`src/verilog/fwsr_pkg.sv`:
```
/*
 * Shared constants for the flash status poller: data bit positions,
 * bus cycle timing, command values and result codes.
 * Assumes a 200 MHz controller clock and a byte-wide asynchronous flash.
 */
package fwsr_pkg;
   localparam int CLK_MHZ = 200;
   // Bit positions inside the status byte.
   localparam int POLL_BIT_POS = 7;
   localparam int GTOG_BIT_POS = 6;
   localparam int FAIL_BIT_POS = 5;
   localparam int STOG_BIT_POS = 2;
   // Read cycle strobe width and recovery, in ns.
   localparam int READ_PULSE_NS = 60;
   localparam int READ_RECOVER_NS = 20;
   localparam int READ_PULSE_CYC = (READ_PULSE_NS * CLK_MHZ + 999) / 1000;
   localparam int READ_RECOVER_CYC =
      (READ_RECOVER_NS * CLK_MHZ + 999) / 1000;
   // Write strobe width for the reset command, in ns.
   localparam int WRITE_PULSE_NS = 40;
   localparam int WRITE_PULSE_CYC = (WRITE_PULSE_NS * CLK_MHZ + 999) / 1000;
   localparam logic [7:0] CMD_RESET = 8'hF0;
   // Software register offsets.
   localparam logic [3:0] REG_CTRL = 4'h0;
   localparam logic [3:0] REG_ADDR = 4'h1;
   localparam logic [3:0] REG_STAT = 4'h2;
   localparam logic [3:0] REG_DATA = 4'h3;
   // Control register fields.
   localparam int CTRL_START_POS = 0;
   localparam int CTRL_MODE_POS = 1;
   localparam int CTRL_ABORT_POS = 2;
   // Status register fields.
   localparam int STAT_BUSY_POS = 0;
   localparam int STAT_DONE_POS = 1;
   localparam int STAT_FAIL_POS = 2;
   localparam int STAT_RDY_POS = 3;
   localparam int STAT_ABORT_POS = 4;
   localparam logic [7:0] STAT_RESET = 8'h00;
endpackage

```
`src/verilog/fwsr_bus_cycle.sv`:
```
/*
 * One flash bus cycle: a read framed by output enable, or a write framed
 * by write enable, with the chip select held low for the strobe pulse only.
 * Assumes one request at a time, taken only while ready_out is high.
 */
`timescale 1ns/1ps
`default_nettype none
module fwsr_bus_cycle #(
   parameter int ADDR_W = 20
) (
   input wire logic ref_clk_in,
   input wire logic rst_n_in,
   input wire logic req_in,
   input wire logic write_in,
   input wire logic [ADDR_W-1:0] addr_in,
   input wire logic [7:0] wdata_in,
   input wire logic [7:0] dq_in,
   output logic ready_out,
   output logic done_out,
   output logic [7:0] rdata_out,
   output logic [ADDR_W-1:0] fl_addr_out,
   output logic [7:0] dq_out,
   output logic dq_oe_out,
   output logic fl_ce_n_out,
   output logic fl_oe_n_out,
   output logic fl_we_n_out
);
   typedef enum logic [1:0] {
      BC_IDLE = 2'b00,
      BC_PULSE = 2'b01,
      BC_RECOVER = 2'b11
   } fwsr_bc_state_t;

   fwsr_bc_state_t state;
   logic is_write;
   logic [7:0] count;

   assign ready_out = (state == BC_IDLE);

   always_ff @(posedge ref_clk_in or negedge rst_n_in) begin
      if (!rst_n_in) begin
         state <= BC_IDLE;
         count <= 8'h00;
         is_write <= 1'b0;
      end else begin
         unique case (state)
            BC_IDLE: begin
               if (req_in) begin
                  state <= BC_PULSE;
                  is_write <= write_in;
                  count <= write_in ?
                     8'(fwsr_pkg::WRITE_PULSE_CYC - 1) :
                     8'(fwsr_pkg::READ_PULSE_CYC - 1);
               end
            end
            BC_PULSE: begin
               if (count == 8'h00) begin
                  state <= BC_RECOVER;
                  count <= 8'(fwsr_pkg::READ_RECOVER_CYC - 1);
               end else begin
                  count <= count - 8'h01;
               end
            end
            BC_RECOVER: begin
               if (count == 8'h00) begin
                  state <= BC_IDLE;
               end else begin
                  count <= count - 8'h01;
               end
            end
            default: state <= BC_IDLE;
         endcase
      end
   end

   // Pins come from flops; the strobe rises as the pulse ends.
   always_ff @(posedge ref_clk_in or negedge rst_n_in) begin
      if (!rst_n_in) begin
         fl_addr_out <= '0;
         dq_out <= 8'h00;
         dq_oe_out <= 1'b0;
         fl_ce_n_out <= 1'b1;
         fl_oe_n_out <= 1'b1;
         fl_we_n_out <= 1'b1;
      end else if (state == BC_IDLE && req_in) begin
         fl_addr_out <= addr_in;
         dq_out <= wdata_in;
         dq_oe_out <= write_in;
         fl_ce_n_out <= 1'b0;
         fl_oe_n_out <= write_in;
         fl_we_n_out <= !write_in;
      end else if (state == BC_PULSE && count == 8'h00) begin
         fl_ce_n_out <= 1'b1;
         fl_oe_n_out <= 1'b1;
         fl_we_n_out <= 1'b1;
      end else if (state == BC_RECOVER && count == 8'h00) begin
         dq_oe_out <= 1'b0;
      end
   end

   // Read data are sampled at the end of the strobe pulse.
   always_ff @(posedge ref_clk_in or negedge rst_n_in) begin
      if (!rst_n_in) begin
         rdata_out <= 8'h00;
         done_out <= 1'b0;
      end else begin
         done_out <= (state == BC_PULSE && count == 8'h00);
         if (state == BC_PULSE && count == 8'h00 && !is_write) begin
            rdata_out <= dq_in;
         end
      end
   end
endmodule
`default_nettype wire

```
`src/verilog/fwsr_poller.sv`:
```
/*
 * Host-side status poller for a byte-wide flash running an embedded
 * program or erase. Software starts a poll through a small register port;
 * the block reads status, decides completion or failure, and on failure
 * writes the reset command.
 * Assumes the flash data bus is sampled late enough in each read strobe,
 * and that the command sequence was already written by other logic.
 */
// Chosen here: the plain strobed port and the address map.
`timescale 1ns/1ps
`default_nettype none
module fwsr_poller #(
   parameter int ADDR_W = 20
) (
   input wire logic ref_clk_in,
   input wire logic rst_n_in,
   input wire logic [3:0] reg_addr_in,
   input wire logic [31:0] reg_wdata_in,
   input wire logic reg_wr_in,
   input wire logic reg_rd_in,
   output logic [31:0] reg_rdata_out,
   output logic [ADDR_W-1:0] fl_addr_out,
   input wire logic [7:0] fl_dq_in,
   output logic [7:0] fl_dq_out,
   output logic fl_dq_oe_out,
   output logic fl_ce_n_out,
   output logic fl_oe_n_out,
   output logic fl_we_n_out,
   input wire logic ready_busy_in
);
   typedef enum logic [3:0] {
      P_IDLE = 4'b0000,
      P_FIRST = 4'b0001,
      P_SECOND = 4'b0011,
      P_CHECK = 4'b0010,
      P_RECHECK = 4'b0110,
      P_FINAL = 4'b0111,
      P_RESET = 4'b0101,
      P_WAIT = 4'b0100,
      P_DONE = 4'b1100
   } fwsr_poll_state_t;

   fwsr_poll_state_t state;
   logic mode_poll;
   logic [ADDR_W-1:0] poll_addr;
   logic [7:0] expect_data;
   logic [7:0] prev_byte;
   logic [7:0] data_reg;
   logic done_flag;
   logic fail_flag;
   logic abort_flag;
   logic ready_sync;
   logic cyc_req;
   logic cyc_write;
   logic cyc_ready;
   logic cyc_done;
   logic [7:0] cyc_rdata;
   logic start_req;
   logic abort_req;
   logic toggled;
   logic poll_true;
   logic fail_seen;

   assign start_req = reg_wr_in && reg_addr_in == fwsr_pkg::REG_CTRL &&
      reg_wdata_in[fwsr_pkg::CTRL_START_POS];
   assign abort_req = reg_wr_in && reg_addr_in == fwsr_pkg::REG_CTRL &&
      reg_wdata_in[fwsr_pkg::CTRL_ABORT_POS];

   // open-drain sampling: the pin is pulled up and read as a level.
   fwsr_sync3 u_rb_sync (
      .ref_clk_in(ref_clk_in),
      .rst_n_in(rst_n_in),
      .pin_in(ready_busy_in),
      .reset_val_in(1'b1),
      .level_out(ready_sync)
   );

   fwsr_bus_cycle #(
      .ADDR_W(ADDR_W)
   ) u_cycle (
      .ref_clk_in(ref_clk_in),
      .rst_n_in(rst_n_in),
      .req_in(cyc_req),
      .write_in(cyc_write),
      .addr_in(poll_addr),
      .wdata_in(fwsr_pkg::CMD_RESET),
      .dq_in(fl_dq_in),
      .ready_out(cyc_ready),
      .done_out(cyc_done),
      .rdata_out(cyc_rdata),
      .fl_addr_out(fl_addr_out),
      .dq_out(fl_dq_out),
      .dq_oe_out(fl_dq_oe_out),
      .fl_ce_n_out(fl_ce_n_out),
      .fl_oe_n_out(fl_oe_n_out),
      .fl_we_n_out(fl_we_n_out)
   );

   // toggle compare: global bit changed between two reads.
   assign toggled = (cyc_rdata[fwsr_pkg::GTOG_BIT_POS] !=
      prev_byte[fwsr_pkg::GTOG_BIT_POS]);
   // poll compare: bit seven equals the expected true datum.
   assign poll_true = (cyc_rdata[fwsr_pkg::POLL_BIT_POS] ==
      expect_data[fwsr_pkg::POLL_BIT_POS]);
   // failure flag seen on the status byte.
   assign fail_seen = cyc_rdata[fwsr_pkg::FAIL_BIT_POS];

   // A bus cycle is requested whenever a read or write state is entered.
   always_comb begin
      cyc_req = 1'b0;
      cyc_write = 1'b0;
      if (cyc_ready && !abort_req) begin
         unique case (state)
            P_FIRST, P_SECOND, P_RECHECK, P_FINAL: cyc_req = 1'b1;
            P_RESET: begin
               cyc_req = 1'b1;
               cyc_write = 1'b1;
            end
            default: cyc_req = 1'b0;
         endcase
      end
   end

   // Main sequencing. Each issued cycle moves the FSM to a waiting
   // sub-step tracked by the pending flag.
   logic pending;

   always_ff @(posedge ref_clk_in or negedge rst_n_in) begin
      if (!rst_n_in) begin
         pending <= 1'b0;
      end else if (abort_req) begin
         // A cycle still in flight finishes unclaimed after an abort.
         pending <= 1'b0;
      end else if (cyc_req) begin
         pending <= 1'b1;
      end else if (cyc_done) begin
         pending <= 1'b0;
      end
   end

   always_ff @(posedge ref_clk_in or negedge rst_n_in) begin
      if (!rst_n_in) begin
         state <= P_IDLE;
      end else if (abort_req && state != P_IDLE) begin
         // restart loop: leaving the loop drops all progress.
         state <= P_IDLE;
      end else begin
         unique case (state)
            P_IDLE: begin
               if (start_req) begin
                  state <= P_FIRST;
               end
            end
            P_FIRST: begin
               if (pending && cyc_done) begin
                  state <= P_SECOND;
               end
            end
            P_SECOND: begin
               if (pending && cyc_done) begin
                  state <= P_CHECK;
               end
            end
            P_CHECK: begin
               // double read: unchanged toggle, or in poll mode a true bit seven, means finished.
               if (mode_poll ? poll_true : !toggled) begin
                  state <= P_FINAL;
               end else if (fail_seen) begin
                  // recheck once more after the fail bit.
                  state <= P_RECHECK;
               end else begin
                  state <= P_SECOND;
               end
            end
            P_RECHECK: begin
               if (pending && cyc_done) begin
                  // re-read poll or toggle bit, by mode, after fail bit high.
                  if (mode_poll ? poll_true : !toggled) begin
                     state <= P_FINAL;
                  end else begin
                     state <= P_RESET;
                  end
               end
            end
            P_FINAL: begin
               // true data taken on the read after the status read.
               if (pending && cyc_done) begin
                  state <= P_DONE;
               end
            end
            P_RESET: begin
               if (pending && cyc_done) begin
                  state <= P_WAIT;
               end
            end
            P_WAIT: begin
               if (ready_sync) begin
                  state <= P_DONE;
               end
            end
            P_DONE: state <= P_IDLE;
            default: state <= P_IDLE;
         endcase
      end
   end

   // Holds the older byte of the compared pair: it is latched as the next
   // read is issued, while the read data still show the last byte.
   always_ff @(posedge ref_clk_in or negedge rst_n_in) begin
      if (!rst_n_in) begin
         prev_byte <= 8'h00;
      end else if (cyc_req && !cyc_write) begin
         prev_byte <= cyc_rdata;
      end
   end

   // Configuration written by software.
   always_ff @(posedge ref_clk_in or negedge rst_n_in) begin
      if (!rst_n_in) begin
         mode_poll <= 1'b0;
         poll_addr <= '0;
         expect_data <= 8'h00;
      end else if (reg_wr_in && state == P_IDLE) begin
         if (reg_addr_in == fwsr_pkg::REG_CTRL) begin
            mode_poll <= reg_wdata_in[fwsr_pkg::CTRL_MODE_POS];
            expect_data <= reg_wdata_in[15:8];
         end
         // poll address chosen inside an erasing sector.
         if (reg_addr_in == fwsr_pkg::REG_ADDR) begin
            poll_addr <= reg_wdata_in[ADDR_W-1:0];
         end
      end
   end

   // Result flags; a new start clears them, completion, failure or abort sets them.
   always_ff @(posedge ref_clk_in or negedge rst_n_in) begin
      if (!rst_n_in) begin
         done_flag <= 1'b0;
         fail_flag <= 1'b0;
         abort_flag <= 1'b0;
         data_reg <= 8'h00;
      end else begin
         if (state == P_DONE) begin
            done_flag <= 1'b1;
         end else if (start_req && state == P_IDLE) begin
            done_flag <= 1'b0;
         end
         if (state == P_RECHECK && pending && cyc_done &&
               !(mode_poll ? poll_true : !toggled)) begin
            fail_flag <= 1'b1;
         end else if (start_req && state == P_IDLE) begin
            fail_flag <= 1'b0;
         end
         if (abort_req && state != P_IDLE) begin
            abort_flag <= 1'b1;
         end else if (start_req && state == P_IDLE) begin
            abort_flag <= 1'b0;
         end
         if (state == P_FINAL && pending && cyc_done) begin
            data_reg <= cyc_rdata;
         end
      end
   end

   // Register read port, data in the cycle after the strobe.
   always_ff @(posedge ref_clk_in or negedge rst_n_in) begin
      if (!rst_n_in) begin
         reg_rdata_out <= 32'h0000_0000;
      end else if (reg_rd_in) begin
         unique case (reg_addr_in)
            fwsr_pkg::REG_CTRL: reg_rdata_out <= {16'h0000, expect_data,
               6'h00, mode_poll, 1'b0};
            fwsr_pkg::REG_ADDR: reg_rdata_out <= 32'(poll_addr);
            fwsr_pkg::REG_STAT: reg_rdata_out <= {27'h0000000,
               abort_flag, ready_sync, fail_flag, done_flag,
               (state != P_IDLE)};
            fwsr_pkg::REG_DATA: reg_rdata_out <= {24'h000000, data_reg};
            default: reg_rdata_out <= 32'h0000_0000;
         endcase
      end else begin
         reg_rdata_out <= 32'h0000_0000;
      end
   end
endmodule
`default_nettype wire

```
`src/verilog/fwsr_sync3.sv`:
```
/*
 * Three flip-flop synchroniser for one pin level.
 * Assumes the input is asynchronous to the clock; the output changes only
 * when the second and third stages agree.
 */
`timescale 1ns/1ps
`default_nettype none
module fwsr_sync3 (
   input wire logic ref_clk_in,
   input wire logic rst_n_in,
   input wire logic pin_in,
   input wire logic reset_val_in,
   output logic level_out
);
   logic s1;
   logic s2;
   logic s3;

   always_ff @(posedge ref_clk_in or negedge rst_n_in) begin
      if (!rst_n_in) begin
         s1 <= 1'b1;
         s2 <= 1'b1;
         s3 <= 1'b1;
      end else begin
         s1 <= pin_in;
         s2 <= s1;
         s3 <= s2;
      end
   end

   always_ff @(posedge ref_clk_in or negedge rst_n_in) begin
      if (!rst_n_in) begin
         level_out <= 1'b1;
      end else if (s2 == s3) begin
         level_out <= s3;
      end
   end
endmodule
`default_nettype wire
```
`config.mk`:
```
export PLATFORM = sky130hd
export DESIGN_NAME = fwsr_poller
export DESIGN_NICKNAME = d
export VERILOG_FILES = /design/src/verilog/fwsr_pkg.sv /design/src/verilog/fwsr_bus_cycle.sv /design/src/verilog/fwsr_poller.sv /design/src/verilog/fwsr_sync3.sv
export SDC_FILE = /design/constraint.sdc
export NUM_CORES = 1
export LEC_CHECK = 0
export BUFFER_PORTS_ARGS = -buffer_cell sky130_fd_sc_hd__buf_4
export CORE_MARGIN = 3
export CORE_UTILIZATION = 34
export CTS_BUF_LIST = sky130_fd_sc_hd__clkbuf_8
export CTS_CLUSTER_SIZE = 30
export DETAILED_ROUTE_END_ITERATION = 12
export HOLD_SLACK_MARGIN = 0.1
export PLACE_DENSITY = 0.63
export SYNTH_ARGS = -nofsm -noshare
export SYNTH_HDL_FRONTEND = slang
export SYNTH_SLANG_ARGS = --single-unit
```
`constraint.sdc`:
```
create_clock -name ref_clk_in -period 3.6 [get_ports ref_clk_in]
set_clock_uncertainty 0.05 [all_clocks]
set_input_delay 0.18 -clock ref_clk_in [delete_from_list [all_inputs] [get_ports ref_clk_in]]
set_output_delay 0.18 -clock ref_clk_in [all_outputs]
set_load 0.01 [all_outputs]
```
* Word level (Yosys, flattened, before mapping)
Cells that the tools add are included.
Storage, ports and cells: output and inout port bits 64, bits in registers 133
Operators by class: reductions and logical operators 43, mux-type cells 42, add/sub/neg operators 1, eq/ne operators 28
Operators with widths (count):
- one-hot mux 20 bit (4 select lines) | 1
- two-way mux 4 bit | 9
- two-way mux 32 bit | 1
- one-hot mux 4 bit (8 select lines) | 1
- two-way mux 8 bit | 3
- one-hot mux 8 bit (3 select lines) | 1
- two-way mux 1 bit | 19
- logical AND 1 bit | 18
- != test 3 bit (second input constant) | 6
- equality test 4 x 2 -> 1 bit (second input constant) | 4
- equality test 4 x 3 -> 1 bit (second input constant) | 4
- nonzero test 2 bit | 5
- equality test 4 x 1 -> 1 bit (second input constant) | 2
- logical NOT 4 bit | 2
- logical NOT 8 bit | 1
- two-way mux 2 bit | 4
- AND reduction 2 bit | 4
- subtractor 8 x 1 -> 8 bit (second input constant) | 1
- AND reduction 7 bit | 1
- two-way mux 3 bit | 2
- != test 2 x 1 -> 1 bit (second input constant) | 3
- one-hot mux 2 bit (3 select lines) | 1
- AND reduction 3 bit | 2
- nonzero test 3 bit | 2
- other kinds (11) | 17

* Longest topological paths before layout
Gate-level depths: netlist of the first run.
depth in word-level cells 9, mapped depth 7, mapped depth without buffers 6

* Modules after synthesis
Synthesis of the first run repeated with hierarchy kept, for this count alone.
Second synthesis, totals: cells, all modules 464, area, all modules 5183.7 um^2
Modules (own cells, without submodules):
- fwsr_poller | area an instance 2874.0 um^2, cells each 236, sequential area each 1651.6 um^2, instances 1
- fwsr_bus_cycle | area an instance 2193.4 um^2, cells each 223, sequential area each 1305.0 um^2, instances 1
- fwsr_sync3 | area an instance 116.4 um^2, cells each 5, sequential area each 105.1 um^2, instances 1

* Least setup slack after synthesis of the first run
No wires, ideal clock.
path kind register to register, from register u_cycle.count[0], to register u_cycle.rdata_out[0], path slack 1.453 ns, arrival time 1.972 ns, stages on the path, launching flop included 8, cells stage by stage dfrtp_1 > inv_1 > ha_1 > or3b_2 > nor4_4 > and2b_1 > buf_6 > mux2_2
Between the ends: cells in the longest elaborated chain, start to end 3
Ends and longest elaborated chain:
- start, declared | line fwsr_bus_cycle.sv:36 | logic [7:0] count;
- start signal, assigned | line fwsr_bus_cycle.sv:51 | count <= write_in ?
- start signal, assigned | line fwsr_bus_cycle.sv:59 | count <= 8'(fwsr_pkg::READ_RECOVER_CYC - 1);
- start signal, assigned | line fwsr_bus_cycle.sv:61 | count <= count - 8'h01;
- logical NOT 8 bit | line fwsr_bus_cycle.sv:108 | if (state == BC_PULSE && count == 8'h00 && !is_write) begin
- logical AND 1 bit (2 in a row) | line fwsr_bus_cycle.sv:108
- end signal, assigned | line fwsr_bus_cycle.sv:109 | rdata_out <= dq_in;
- end, declared | line fwsr_bus_cycle.sv:20 | output logic [7:0] rdata_out,
Every way passes these cells. A chain may end at the register's enable or synchronous reset.

* Worst setup path after layout of the first run
from input port reg_addr_in[1], to register u_cycle.fl_addr_out[5]
Between the ends: cells in the longest elaborated chain, start to end 7
Ends and longest elaborated chain:
- start, declared | line fwsr_poller.sv:17 | input wire logic [3:0] reg_addr_in,
- logical NOT 4 bit | line fwsr_poller.sv:66 | assign abort_req = reg_wr_in && reg_addr_in == fwsr_pkg::REG_CTRL &&
- logical AND 1 bit (2 in a row) | line fwsr_poller.sv:66
- logical NOT 1 bit | line fwsr_poller.sv:112 | if (cyc_ready && !abort_req) begin
- logical AND 1 bit | line fwsr_poller.sv:112
- two-way mux 1 bit | line fwsr_poller.sv:112
- logical AND 1 bit | line fwsr_bus_cycle.sv:85 | end else if (state == BC_IDLE && req_in) begin
- end signal, assigned | line fwsr_bus_cycle.sv:86 | fl_addr_out <= addr_in;
- end, declared | line fwsr_bus_cycle.sv:21 | output logic [ADDR_W-1:0] fl_addr_out,
Every way passes these cells.

==> impl_metrics.py, run 1 <==
metrics = {
    "logic_synthesis": {
        "synth_top_cells_by_area": "dfrtp_1 (54%), mux2_2 (16%), dfstp_2 (3.7%)",
        "avgSynthCellArea_um2": 13.0,
        "synth_area_leader_cell": "dfrtp_1",
        "synth_edf_count": 0,
        "synth-seq-area-share": 0.579,
        "synth-seq-cells": 115,
        "netlist_area_um2": 4990,
        "syn_inst": 385,
        "yosysUniqueCellTypes": 55,
        "yosys.area.top_type_share": 0.542,
        "synth_async_sr_flop_share": 1.00,
        "yosysWarnings": 0,
        "synthFlopType": "dfrtp_1",
    },
    "flow_run": {
        "max_cap_violations": 0,
    },
    "floorplan": {
        "die_x_um": 127,
        "start_util": 0.354,
        "die_h_um": 127,
        "rows": 43,
        "coreArea_um2": 14100,
        "die_area_um2": 16200,
        "ios": 113,
    },
    "grt": {
        "grt_pass1_vias": 3529,
        "grt_max_degree": 66,
        "antenna_found_initial": 0,
        "track_usage": 0.141,
        "grt_first_pass_wirelength_um": 18100,
        "grt_overflow_total": 0,
    },
    "setup_path": {
        "startpoint_type": "input pin",
        "cp.required_ns": 3.85,
        "r2r-start": "u_cycle.count[0]",
        "rr_endpoint": "u_cycle.rdata_out[2]",
        "r2r_slack_ns": 1.08,
        "cp_max_fo": 23,
        "cp.arrival_ns": 2.84,
        "end_kind": "flip-flop",
        "reg2regPathDepth": 6,
        "critPathKind": "input pin to flip-flop",
    },
    "hold_path": {
        "min_path_type": "input pin to flip-flop",
        "min_to": "abort_flag",
        "holdCritStartpoint": "reg_wr_in",
        "hold_path_depth": 3,
    },
    "final_layout": {
        "drive_above_1_share": 0.406,
        "reg.largest.list": "poll_addr x20, reg_rdata_out x20, u_cycle.fl_addr_out x20",
        "final_cell_mix": "dfrtp_1 (108), buf_4 (89), mux2_2 (70)",
        "regArea_um2": 2890,
        "final_common_cell": "dfrtp_1",
        "fillers": 1285,
        "multi_input_area_um2": 1910,
        "final_cell_area_um2": 6550,
        "fin_nets": 560,
        "diodes": 0,
        "syn_to_final_growth_pct": 31.4,
        "final_cells": 702,
        "finish.utilization": 0.465,
    },
    "clock_network": {
        "path_clk_slew_ns": 0.06,
        "cts_tree": "built",
        "clockRootBuffer": "clkbuf_8",
        "cts.path.max_buffers": 2,
        "worst_skew_pair.late_latency_ns": 0.42,
        "clock_sinks": 115,
        "cts_htree_levels": 4,
        "post_cts_resized": 0,
        "cts_buffers": 17,
    },
    "sta": {
        "hold_viol_final": 0,
        "finalCritPeriodShare": 0.721,
        "finalSetupTns_ns": 0,
        "fmax_mhz": 385,
        "rsz0062_at_grt": "false",
        "relSlewSlack": 0.401,
        "finalMaxSlewViolations": 0,
        "setup_viol": 0,
        "worstMarginPinSlew_ns": 0.892,
        "finalCriticalPeriod_ns": 2.60,
    },
    "routing": {
        "vias": 3478,
        "via_per_inst": 4.95,
        "first_pass_iters": 6,
        "ant_nets": 0,
        "wl_per_cell_um": 15.8,
        "drt_iter0_markers": 153,
        "drc": 0,
        "routed_wirelength_um": 11100,
    },
    "pwr": {
        "cellPowerDensity_nw_per_um2": 574,
        "p_leak_uw": 0.00319,
        "worst_ir_drop_vdd_v": 0.000288,
    },
    "outcome": {
        "status": "finished, final reports clean",
    },
    "placement": {
        "dpl_cell_area_um2": 5730,
        "port_buffers": 84,
        "dp.cells": 634,
        "gp_congestion": 0.776,
        "dp_hpwl_um": 7690,
    },
}
[what timing repair did]
action	in CTS	in global routing
buffers inserted	0	0
endpoints found under the hold margin	109	0
hold buffers	36	0
[where the power goes]
part           switching (uW)  total (uW)  internal, uW
combinational             291         650           358
sequential                227        1740          1510
clock                     506        1380           870
total                    1020        3760          2740
[cells in the mapped netlist (2+ instances only)]
cell type	count
a21o_1	3
a21oi_1	8
a221oi_1	2
a22oi_1	13
a31oi_1	3
a32o_1	2
and2_1	3
and3_1	5
buf_2	6
buf_4	20
clkbuf_1	9
dfrtp_1	108
dfstp_2	7
ha_1	2
inv_1	6
mux2_2	70
mux2i_1	6
nand2_1	10
nand2b_1	4
nand3_1	6
nor2_1	26
nor2b_1	4
nor3_1	8
nor3b_1	3
nor4_1	6
nor4_4	2
o21ai_0	3
o22a_1	2
o22ai_1	5
o31ai_1	2
or2_2	2
or3b_2	4
xnor2_1	2
xor2_1	2
[kinds of logic after synthesis]
family | after synthesis | share of synthesized area
DFF | 115 | 0.579
buffers and inverters | 42 | 0.0497
xor gates and xnor gates | 4 | 0.00702
muxes | 77 | 0.172
other | 1 | 0.000752
and+or+nand+nor | 91 | 0.106
adders and majority gates | 3 | 0.00702
AOI/OAI and AO/OA | 52 | 0.0790
[worst max-delay path, cell delays in order]
cell and delay (ns):
dlygate4sd3_1 0.54, buf_4 0.19, nor4_4 0.81, a21oi_1 0.23
nand2_1 0.15, buf_4 0.34, mux2_2 0.38
[metrics by stage]
stage	power, uW	hold slack, ns	setup WS [ns]
after CTS	3800	0.102	1.05
after global routing	3960	0.131	0.892
after floorplan	2160	-0.166	1.45
after global placement	2350	0.251	1.19
final	3760	0.128	1.00
after detailed placement	2380	0.252	1.09
[worst max path at each step]
| stage | startpoint | to | cells after the start |
|---|---|---|---|
| finish | reg_addr_in[1] | u_cycle.fl_addr_out[5] | 7 |
| global route | u_cycle.count[0] | u_cycle.rdata_out[3] | 6 |
| CTS | u_cycle.count[0] | u_cycle.rdata_out[2] | 6 |
| detailed placement | u_cycle.count[0] | u_cycle.rdata_out[5] | 6 |
| global placement | u_cycle.count[0] | u_cycle.rdata_out[7] | 6 |
| floorplan | u_cycle.count[0] | u_cycle.rdata_out[0] | 7 |
[metal layers]
metal,track usage,part of all wire,vias up
met5,0,0,-
met4,0.0435,0.0055,0
met3,0.0468,0.064,8
met2,0.219,0.48,107
met1,0.189,0.45,1760
li1,-,-,1603
[cell type report]
type	count	share of cell area
clock buffer	20	0.0420
tap	180	0.0344
sequential	115	0.440
clock inverter	12	0.0283
inverter	6	0.00344
timing repair buffer	126	0.160
multi-input combinational	243	0.292
(Power assumes the default switching activity.)
==> inputs of run 2 (changes only) <==
--- a/config.mk
+++ b/config.mk
@@ -5,6 +5,7 @@
 export SDC_FILE = /design/constraint.sdc
 export NUM_CORES = 1
 export LEC_CHECK = 0
+export ABC_AREA = 1
 export BUFFER_PORTS_ARGS = -buffer_cell sky130_fd_sc_hd__buf_4
 export CORE_MARGIN = 3
 export CORE_UTILIZATION = 34
==> constraint.sdc (replaced) <==
create_clock -name ref_clk_in -period 2.6 [get_ports ref_clk_in]
set_clock_uncertainty 0.05 [all_clocks]
set_input_delay 0.13 -clock ref_clk_in [delete_from_list [all_inputs] [get_ports ref_clk_in]]
set_output_delay 0.13 -clock ref_clk_in [all_outputs]
set_load 0.01 [all_outputs]
==> run 2 against run 1 <==
Net effect:
- die area rose by 1.8%
- largest cell class unchanged
- global-route usage rose by 1.3 points
- register-to-register slack got worse by 0.23 ns
- first-iteration DRC count rose by 63%
- final cell count rose by 26%
- final area fell by 0.92%
- critical endpoint is now reg_rdata_out[10]
- power rose by 76%
- flip-flop and latch count did not move
- worst hold slack improved by 0.015 ns
==> impl_metrics.py, run 2 <==
metrics = {
    "pwr": {
        "cellPowerDensity_nw_per_um2": 1020,
        "p_leak_uw": 0.00335,
        "worst_ir_drop_vdd_v": 0.000461,
        "power_uw": 6610,
    },
    "logic_synthesis": {
        "synthSimpleGateAreaFrac": 0.210,
        "synth-compound-area-share": 0.100,
        "synth_top_family_by_area": "simple AND/OR/NAND/NOR gates",
        "synth_mux_area_frac": 0,
        "synthFlopType": "dfrtp_1",
        "avgSynthCellArea_um2": 8.89,
        "synth_xor_area_frac": 0.00517,
        "yosys.area_share.adder": 0.00689,
        "yosysWarnings": 0,
        "yosys.area.top_type_share": 0.532,
        "synth-seq-area-share": 0.568,
        "yosysMostFrequentCell": "nand2_1",
        "synth_area_leader_cell": "dfrtp_1",
        "yosysUniqueCellTypes": 33,
        "synth-seq-cells": 115,
        "synth_top_cells_by_area": "dfrtp_1 (53%), nand2_1 (11%), o21ai_0 (6.4%)",
        "synth_common_cells": "nand2_1 (148), dfrtp_1 (108), inv_1 (70)",
        "synth_async_sr_flop_share": 1.00,
        "syn_inst": 572,
        "netlist_area_um2": 5080,
        "synth_edf_count": 0,
    },
    "sta": {
        "worstMarginPinSlew_ns": 0.644,
        "setup_viol": 0,
        "finalCriticalPeriod_ns": 1.83,
        "relSlewSlack": 0.570,
        "finalMaxSlewViolations": 0,
        "rsz0062_at_grt": "false",
        "fmax_mhz": 547,
        "finalCritPeriodShare": 0.703,
        "finalSetupTns_ns": 0,
        "hold_viol_final": 0,
    },
    "floorplan": {
        "coreArea_um2": 14600,
        "die_x_um": 128,
        "die_area_um2": 16500,
        "rows": 44,
        "die_h_um": 128,
        "ios": 113,
        "start_util": 0.348,
    },
    "setup_path": {
        "r2r_slack_ns": 0.85,
        "cp.required_ns": 2.88,
        "cp_cell_sequence": "dlygate4sd3_1 > buf_4 > nor2_4 > dlygate4sd3_1 > nand3_1 > a21oi_1",
        "reg2regPathDepth": 7,
        "cp_max_fo": 8,
        "cp-startpoint": "reg_addr_in[3]",
        "critPathCapture": "reg_rdata_out[10]",
        "worst_path_max_delay_cell": "dlygate4sd3_1",
        "cp_common_cell": "dlygate4sd3_1",
        "cp.arrival_ns": 2.11,
        "cpPeakStageDelay_ns": 0.78,
        "r2r-start": "state[3]",
        "critPathKind": "input pin to flip-flop",
        "rr_endpoint": "u_cycle.fl_addr_out[9]",
        "startpoint_type": "input pin",
        "end_kind": "flip-flop",
    },
    "final_layout": {
        "fillers": 1441,
        "reg.largest.list": "poll_addr x20, reg_rdata_out x20, u_cycle.fl_addr_out x20",
        "fin_nets": 742,
        "final_cell_mix": "nand2_1 (148), dfrtp_1 (108), buf_4 (86)",
        "syn_to_final_growth_pct": 27.8,
        "diodes": 0,
        "final_common_cell": "nand2_1",
        "drive_above_1_share": 0.189,
    },
    "grt": {
        "grt_overflow_total": 0,
        "antenna_found_initial": 0,
        "grt_max_degree": 116,
        "track_usage": 0.154,
        "grt_pass1_vias": 3994,
        "grt_first_pass_wirelength_um": 19800,
    },
    "clock_network": {
        "cts.path.max_buffers": 2,
        "cts_buffers": 17,
        "path_clk_slew_ns": 0.06,
        "clock_sinks": 115,
        "post_cts_resized": 0,
        "clockRootBuffer": "clkbuf_8",
        "hold_buffers": 35,
        "cts_tree": "built",
        "cts_htree_levels": 4,
        "post_cts_buffers": 0,
        "worst_skew_pair.late_latency_ns": 0.43,
    },
    "routing": {
        "vias": 4105,
        "first_pass_iters": 5,
        "ant_nets": 0,
        "wl_per_cell_um": 13.7,
        "drt_iter0_markers": 250,
        "via_per_inst": 4.62,
        "drc": 0,
        "routed_wirelength_um": 12200,
    },
    "placement": {
        "port_buffers": 84,
        "dp_hpwl_um": 8420,
        "gp_congestion": 0.868,
    },
    "hold_path": {
        "hold_path_depth": 5,
        "min_path_type": "input pin to flip-flop",
    },
    "outcome": {
        "status": "finished, final reports clean",
    },
    "flow_run": {
        "max_cap_violations": 0,
    },
}
-- run 2: cell count changes after synthesis, sizes merged, moves of 6 or more --
cell / previous run / this run
nand3: 6 / 31
nor4: 9 / 0
inv: 6 / 71
buf: 27 / 36
mux2: 71 / 0
clkbuf: 9 / 2
mux2i: 6 / 0
nand4: 1 / 10
nand2: 10 / 149
nor2: 26 / 48
o21ai: 3 / 74
a22oi: 13 / 0
a21oi: 8 / 17
-- run 2: layout make-up --
class / instances / area (um^2) / area share
clock inverters: 10 / 70.1 / 0.0108
repair buffers: 123 / 1040 / 0.160
well taps: 184 / 230 / 0.0355
inverters: 71 / 267 / 0.0410
clock buffers: 22 / 303 / 0.0466
multi-input cells: 363 / 1700 / 0.262
flip-flops and latches: 115 / 2890 / 0.445
-- run 2: layer usage --
metal  GRT usage  wire length (um)  vias to the layer above
met4      0.0556               230                        0
li1            -                 -                     2021
met1       0.199              5360                     1948
met3      0.0429               683                       16
met2       0.249              5920                      120
met5           0                 0                        -
-- run 2: kinds of logic after synthesis --
logic type,after synthesis
other,1
AOI/OAI and AO/OA,98
DFF,115
adders and majority gates,3
xor gates and xnor gates,3
and+or+nand+nor,243
buffers and inverters,109
-- run 2: worst min-delay path by stage --
stage,slack (ns),to,startpoint
3_3_place_gp,0.19,u_rb_sync.s1,ready_busy_in
6_report,0.14,reg_rdata_out[7],reg_addr_in[0]
4_1_cts,0.10,reg_rdata_out[7],reg_addr_in[0]
5_1_grt,0.13,state[2],reg_wr_in
2_1_floorplan,-0.22,abort_flag,rst_n_in
3_5_place_dp,0.19,u_rb_sync.s1,ready_busy_in
-- run 2: where the power goes --
group          internal, uW  total (uW)  switching, uW
combinational           885        2210           1330
sequential             2450        2850            402
clock                   859        1540            681
total                  4190        6610           2410
-- run 2: per-stage QoR --
step                instances   util  area [um^2]  hold WS (ns)  setup slack [ns]
floorplan                 587      -         5140        -0.216              1.14
global placement          821  0.396         5770         0.190             0.865
detailed placement        821  0.396         5770         0.192             0.819
CTS                       888  0.445         6490         0.103             0.838
global route              888  0.445         6490         0.126             0.657
finish                    888  0.445         6490         0.143             0.772
-- run 2: critical path, delay by kind of cell --
family | cells | cell delay, ns
AND/OR/NAND/NOR | 2 | 0.33
AO/OA/AOI/OAI | 1 | 0.19
buffers and inverters | 3 | 1.46
==> inputs of run 3 (changes only) <==
==> constraint.sdc (replaced) <==
create_clock -name ref_clk_in -period 1.7 [get_ports ref_clk_in]
set_clock_uncertainty 0.05 [all_clocks]
set_input_delay 0.085 -clock ref_clk_in [delete_from_list [all_inputs] [get_ports ref_clk_in]]
set_output_delay 0.085 -clock ref_clk_in [all_outputs]
set_load 0.01 [all_outputs]
==> run 3 against run 2 <==
Net effect:
- count of clock-buffer cells in the layout grew 2
- worst hold slack improved by 0.046 ns
- flip-flop and latch count did not move
- register-to-register slack worse by 0.77 ns
- routed wire length rose by 4.9%
- combinational power increased by 67%
- via count rose by 2.1%
- sequential power is 54% higher
- sequential share of layout area decreased by 1.3 points
- clock power rose by 47%
- core utilization is 1.4 points higher
- largest cell class unchanged
- largest power group unchanged
==> impl_metrics.py, run 3 (synthesis gave the netlist of run 2 again) <==
metrics = {
    "sta": {
        "rsz0062_at_grt": "true",
        "hold_viol_final": 0,
        "finalMaxSlewViolations": 0,
        "setup_viol": 0,
        "finalCritPeriodShare": 0.955,
        "fmax_mhz": 616,
        "setup_ws_ns": 0.0763,
        "finalCriticalPeriod_ns": 1.62,
        "fin_hold_ws_ns": 0.189,
    },
    "setup_path": {
        "cp.arrival_ns": 1.90,
        "cpPeakStageDelay_ns": 0.41,
        "critPathKind": "flip-flop to flip-flop",
        "cp.required_ns": 1.97,
        "reg2regPathDepth": 9,
        "r2r-start": "u_cycle.count[0]",
        "end_kind": "flip-flop",
        "cp_max_fo": 6,
        "rr_endpoint": "u_cycle.count[2]",
        "r2r_slack_ns": 0.08,
        "cp_cell_sequence": "inv_2 > ha_1 > nand2_1 > nor2_4 > nor2_2 > inv_2 > nand3_2 > nand2_1 > nand2_1",
        "cp-startpoint": "u_cycle.count[0]",
        "cp_common_cell": "nand2_1",
        "startpoint_type": "flip-flop",
        "worst_path_max_delay_cell": "dfrtp_1",
    },
    "routing": {
        "first_pass_iters": 5,
        "ant_nets": 0,
        "drt_iter0_markers": 272,
        "routed_wirelength_um": 12800,
        "vias": 4193,
        "via_per_inst": 4.64,
        "wl_per_cell_um": 14.1,
        "drc": 0,
    },
    "grt": {
        "grt_overflow_total": 0,
        "grt_pass1_vias": 4095,
        "grt_max_degree": 43,
        "grt_first_pass_wirelength_um": 20400,
        "track_usage": 0.159,
        "antenna_found_initial": 0,
    },
    "hold_path": {
        "min_path_type": "input pin to async pin",
    },
    "clock_network": {
        "worst_skew_pair.late_latency_ns": 0.44,
        "cts_buffers": 17,
        "cts_tree": "built",
        "clock_sinks": 115,
        "clockRootBuffer": "clkbuf_8",
        "cts_htree_levels": 4,
        "cts.path.max_buffers": 2,
        "path_clk_slew_ns": 0.07,
    },
    "floorplan": {
        "rows": 44,
        "die_x_um": 128,
        "start_util": 0.348,
        "ios": 113,
        "coreArea_um2": 14600,
        "die_area_um2": 16500,
        "die_h_um": 128,
    },
    "final_layout": {
        "fin_nets": 761,
        "reg.largest.list": "poll_addr x20, reg_rdata_out x20, u_cycle.fl_addr_out x20",
        "final_cell_mix": "nand2_1 (147), dfrtp_1 (106), buf_4 (98)",
        "fillers": 1424,
        "final_common_cell": "nand2_1",
        "drive_above_1_share": 0.226,
        "diodes": 0,
        "syn_to_final_growth_pct": 31.8,
    },
    "placement": {
        "port_buffers": 84,
        "gp_congestion": 0.835,
        "pre_cts_slack_ns": 0.0268,
        "dp_hpwl_um": 8850,
    },
    "pwr": {
        "worst_ir_drop_vdd_v": 0.000813,
        "p_leak_uw": 0.00341,
        "cellPowerDensity_nw_per_um2": 1540,
        "power_uw": 10300,
    },
    "flow_run": {
        "max_cap_violations": 0,
    },
    "outcome": {
        "status": "finished, final reports clean",
    },
}
==> run 3: worst max path at each step <==
| stage | depth (start not counted) | slack (ns) | to |
|---|---|---|---|
| 6_report | 9 | 0.08 | u_cycle.count[2] |
| 5_1_grt | 8 | -0.02 | poll_addr[16] |
| 4_1_cts | 9 | 0.02 | u_cycle.count[7] |
| 3_5_place_dp | 9 | 0.03 | u_cycle.count[7] |
| 3_3_place_gp | 9 | 0.11 | u_cycle.count[6] |
| 2_1_floorplan | 9 | 0.24 | u_cycle.count[2] |
==> run 3: final cells by class <==
cell class	instances	area, um^2	area share
Multi-Input combinational cell	365	1750	0.262
Inverter	71	270	0.0404
Sequential cell	115	2890	0.431
Tap cell	184	230	0.0344
Clock buffer	24	330	0.0493
Timing Repair Buffer	140	1200	0.179
Clock inverter	5	26.3	0.00392
==> run 3: where the power goes <==
part	leakage (uW)	total, uW	switching [uW]	internal [uW]
sequential	0.00139	4390	633	3750
combinational	0.00183	3680	2140	1540
clock	0.000190	2270	1030	1240
==> run 3: worst max-delay path, delay by kind of cell, from the launching register on <==
kind / cells / cell delay [ns]
AND/OR/NAND/NOR: 6 / 0.67
flip-flops: 1 / 0.41
buffers and inverters: 2 / 0.24
adder cells (fa/ha/maj): 1 / 0.14
==> run 3: timing repair <==
item,in CTS,in global routing
resized for setup,0,13
hold buffers,38,0
hold endpoints to repair,174,0
pin swaps,0,5
setup endpoints to repair,2,32
setup buffers,1,5
gates cloned,0,2
==> run 3: metrics by stage <==
step	util	area [um^2]	std cells	TNS (ns)
finish	0.459	6700	904	0
global route	0.459	6700	904	-0.111
floorplan	-	5140	587	0
CTS	0.452	6600	897	0
detailed placement	0.400	5830	829	0
global placement	0.400	5830	829	0
==> run 3: metal layers <==
layer | GRT usage | part of all wire
met5 | 0 | 0
met3 | 0.0388 | 0.054
met1 | 0.202 | 0.43
met2 | 0.265 | 0.50
met4 | 0.0581 | 0.014
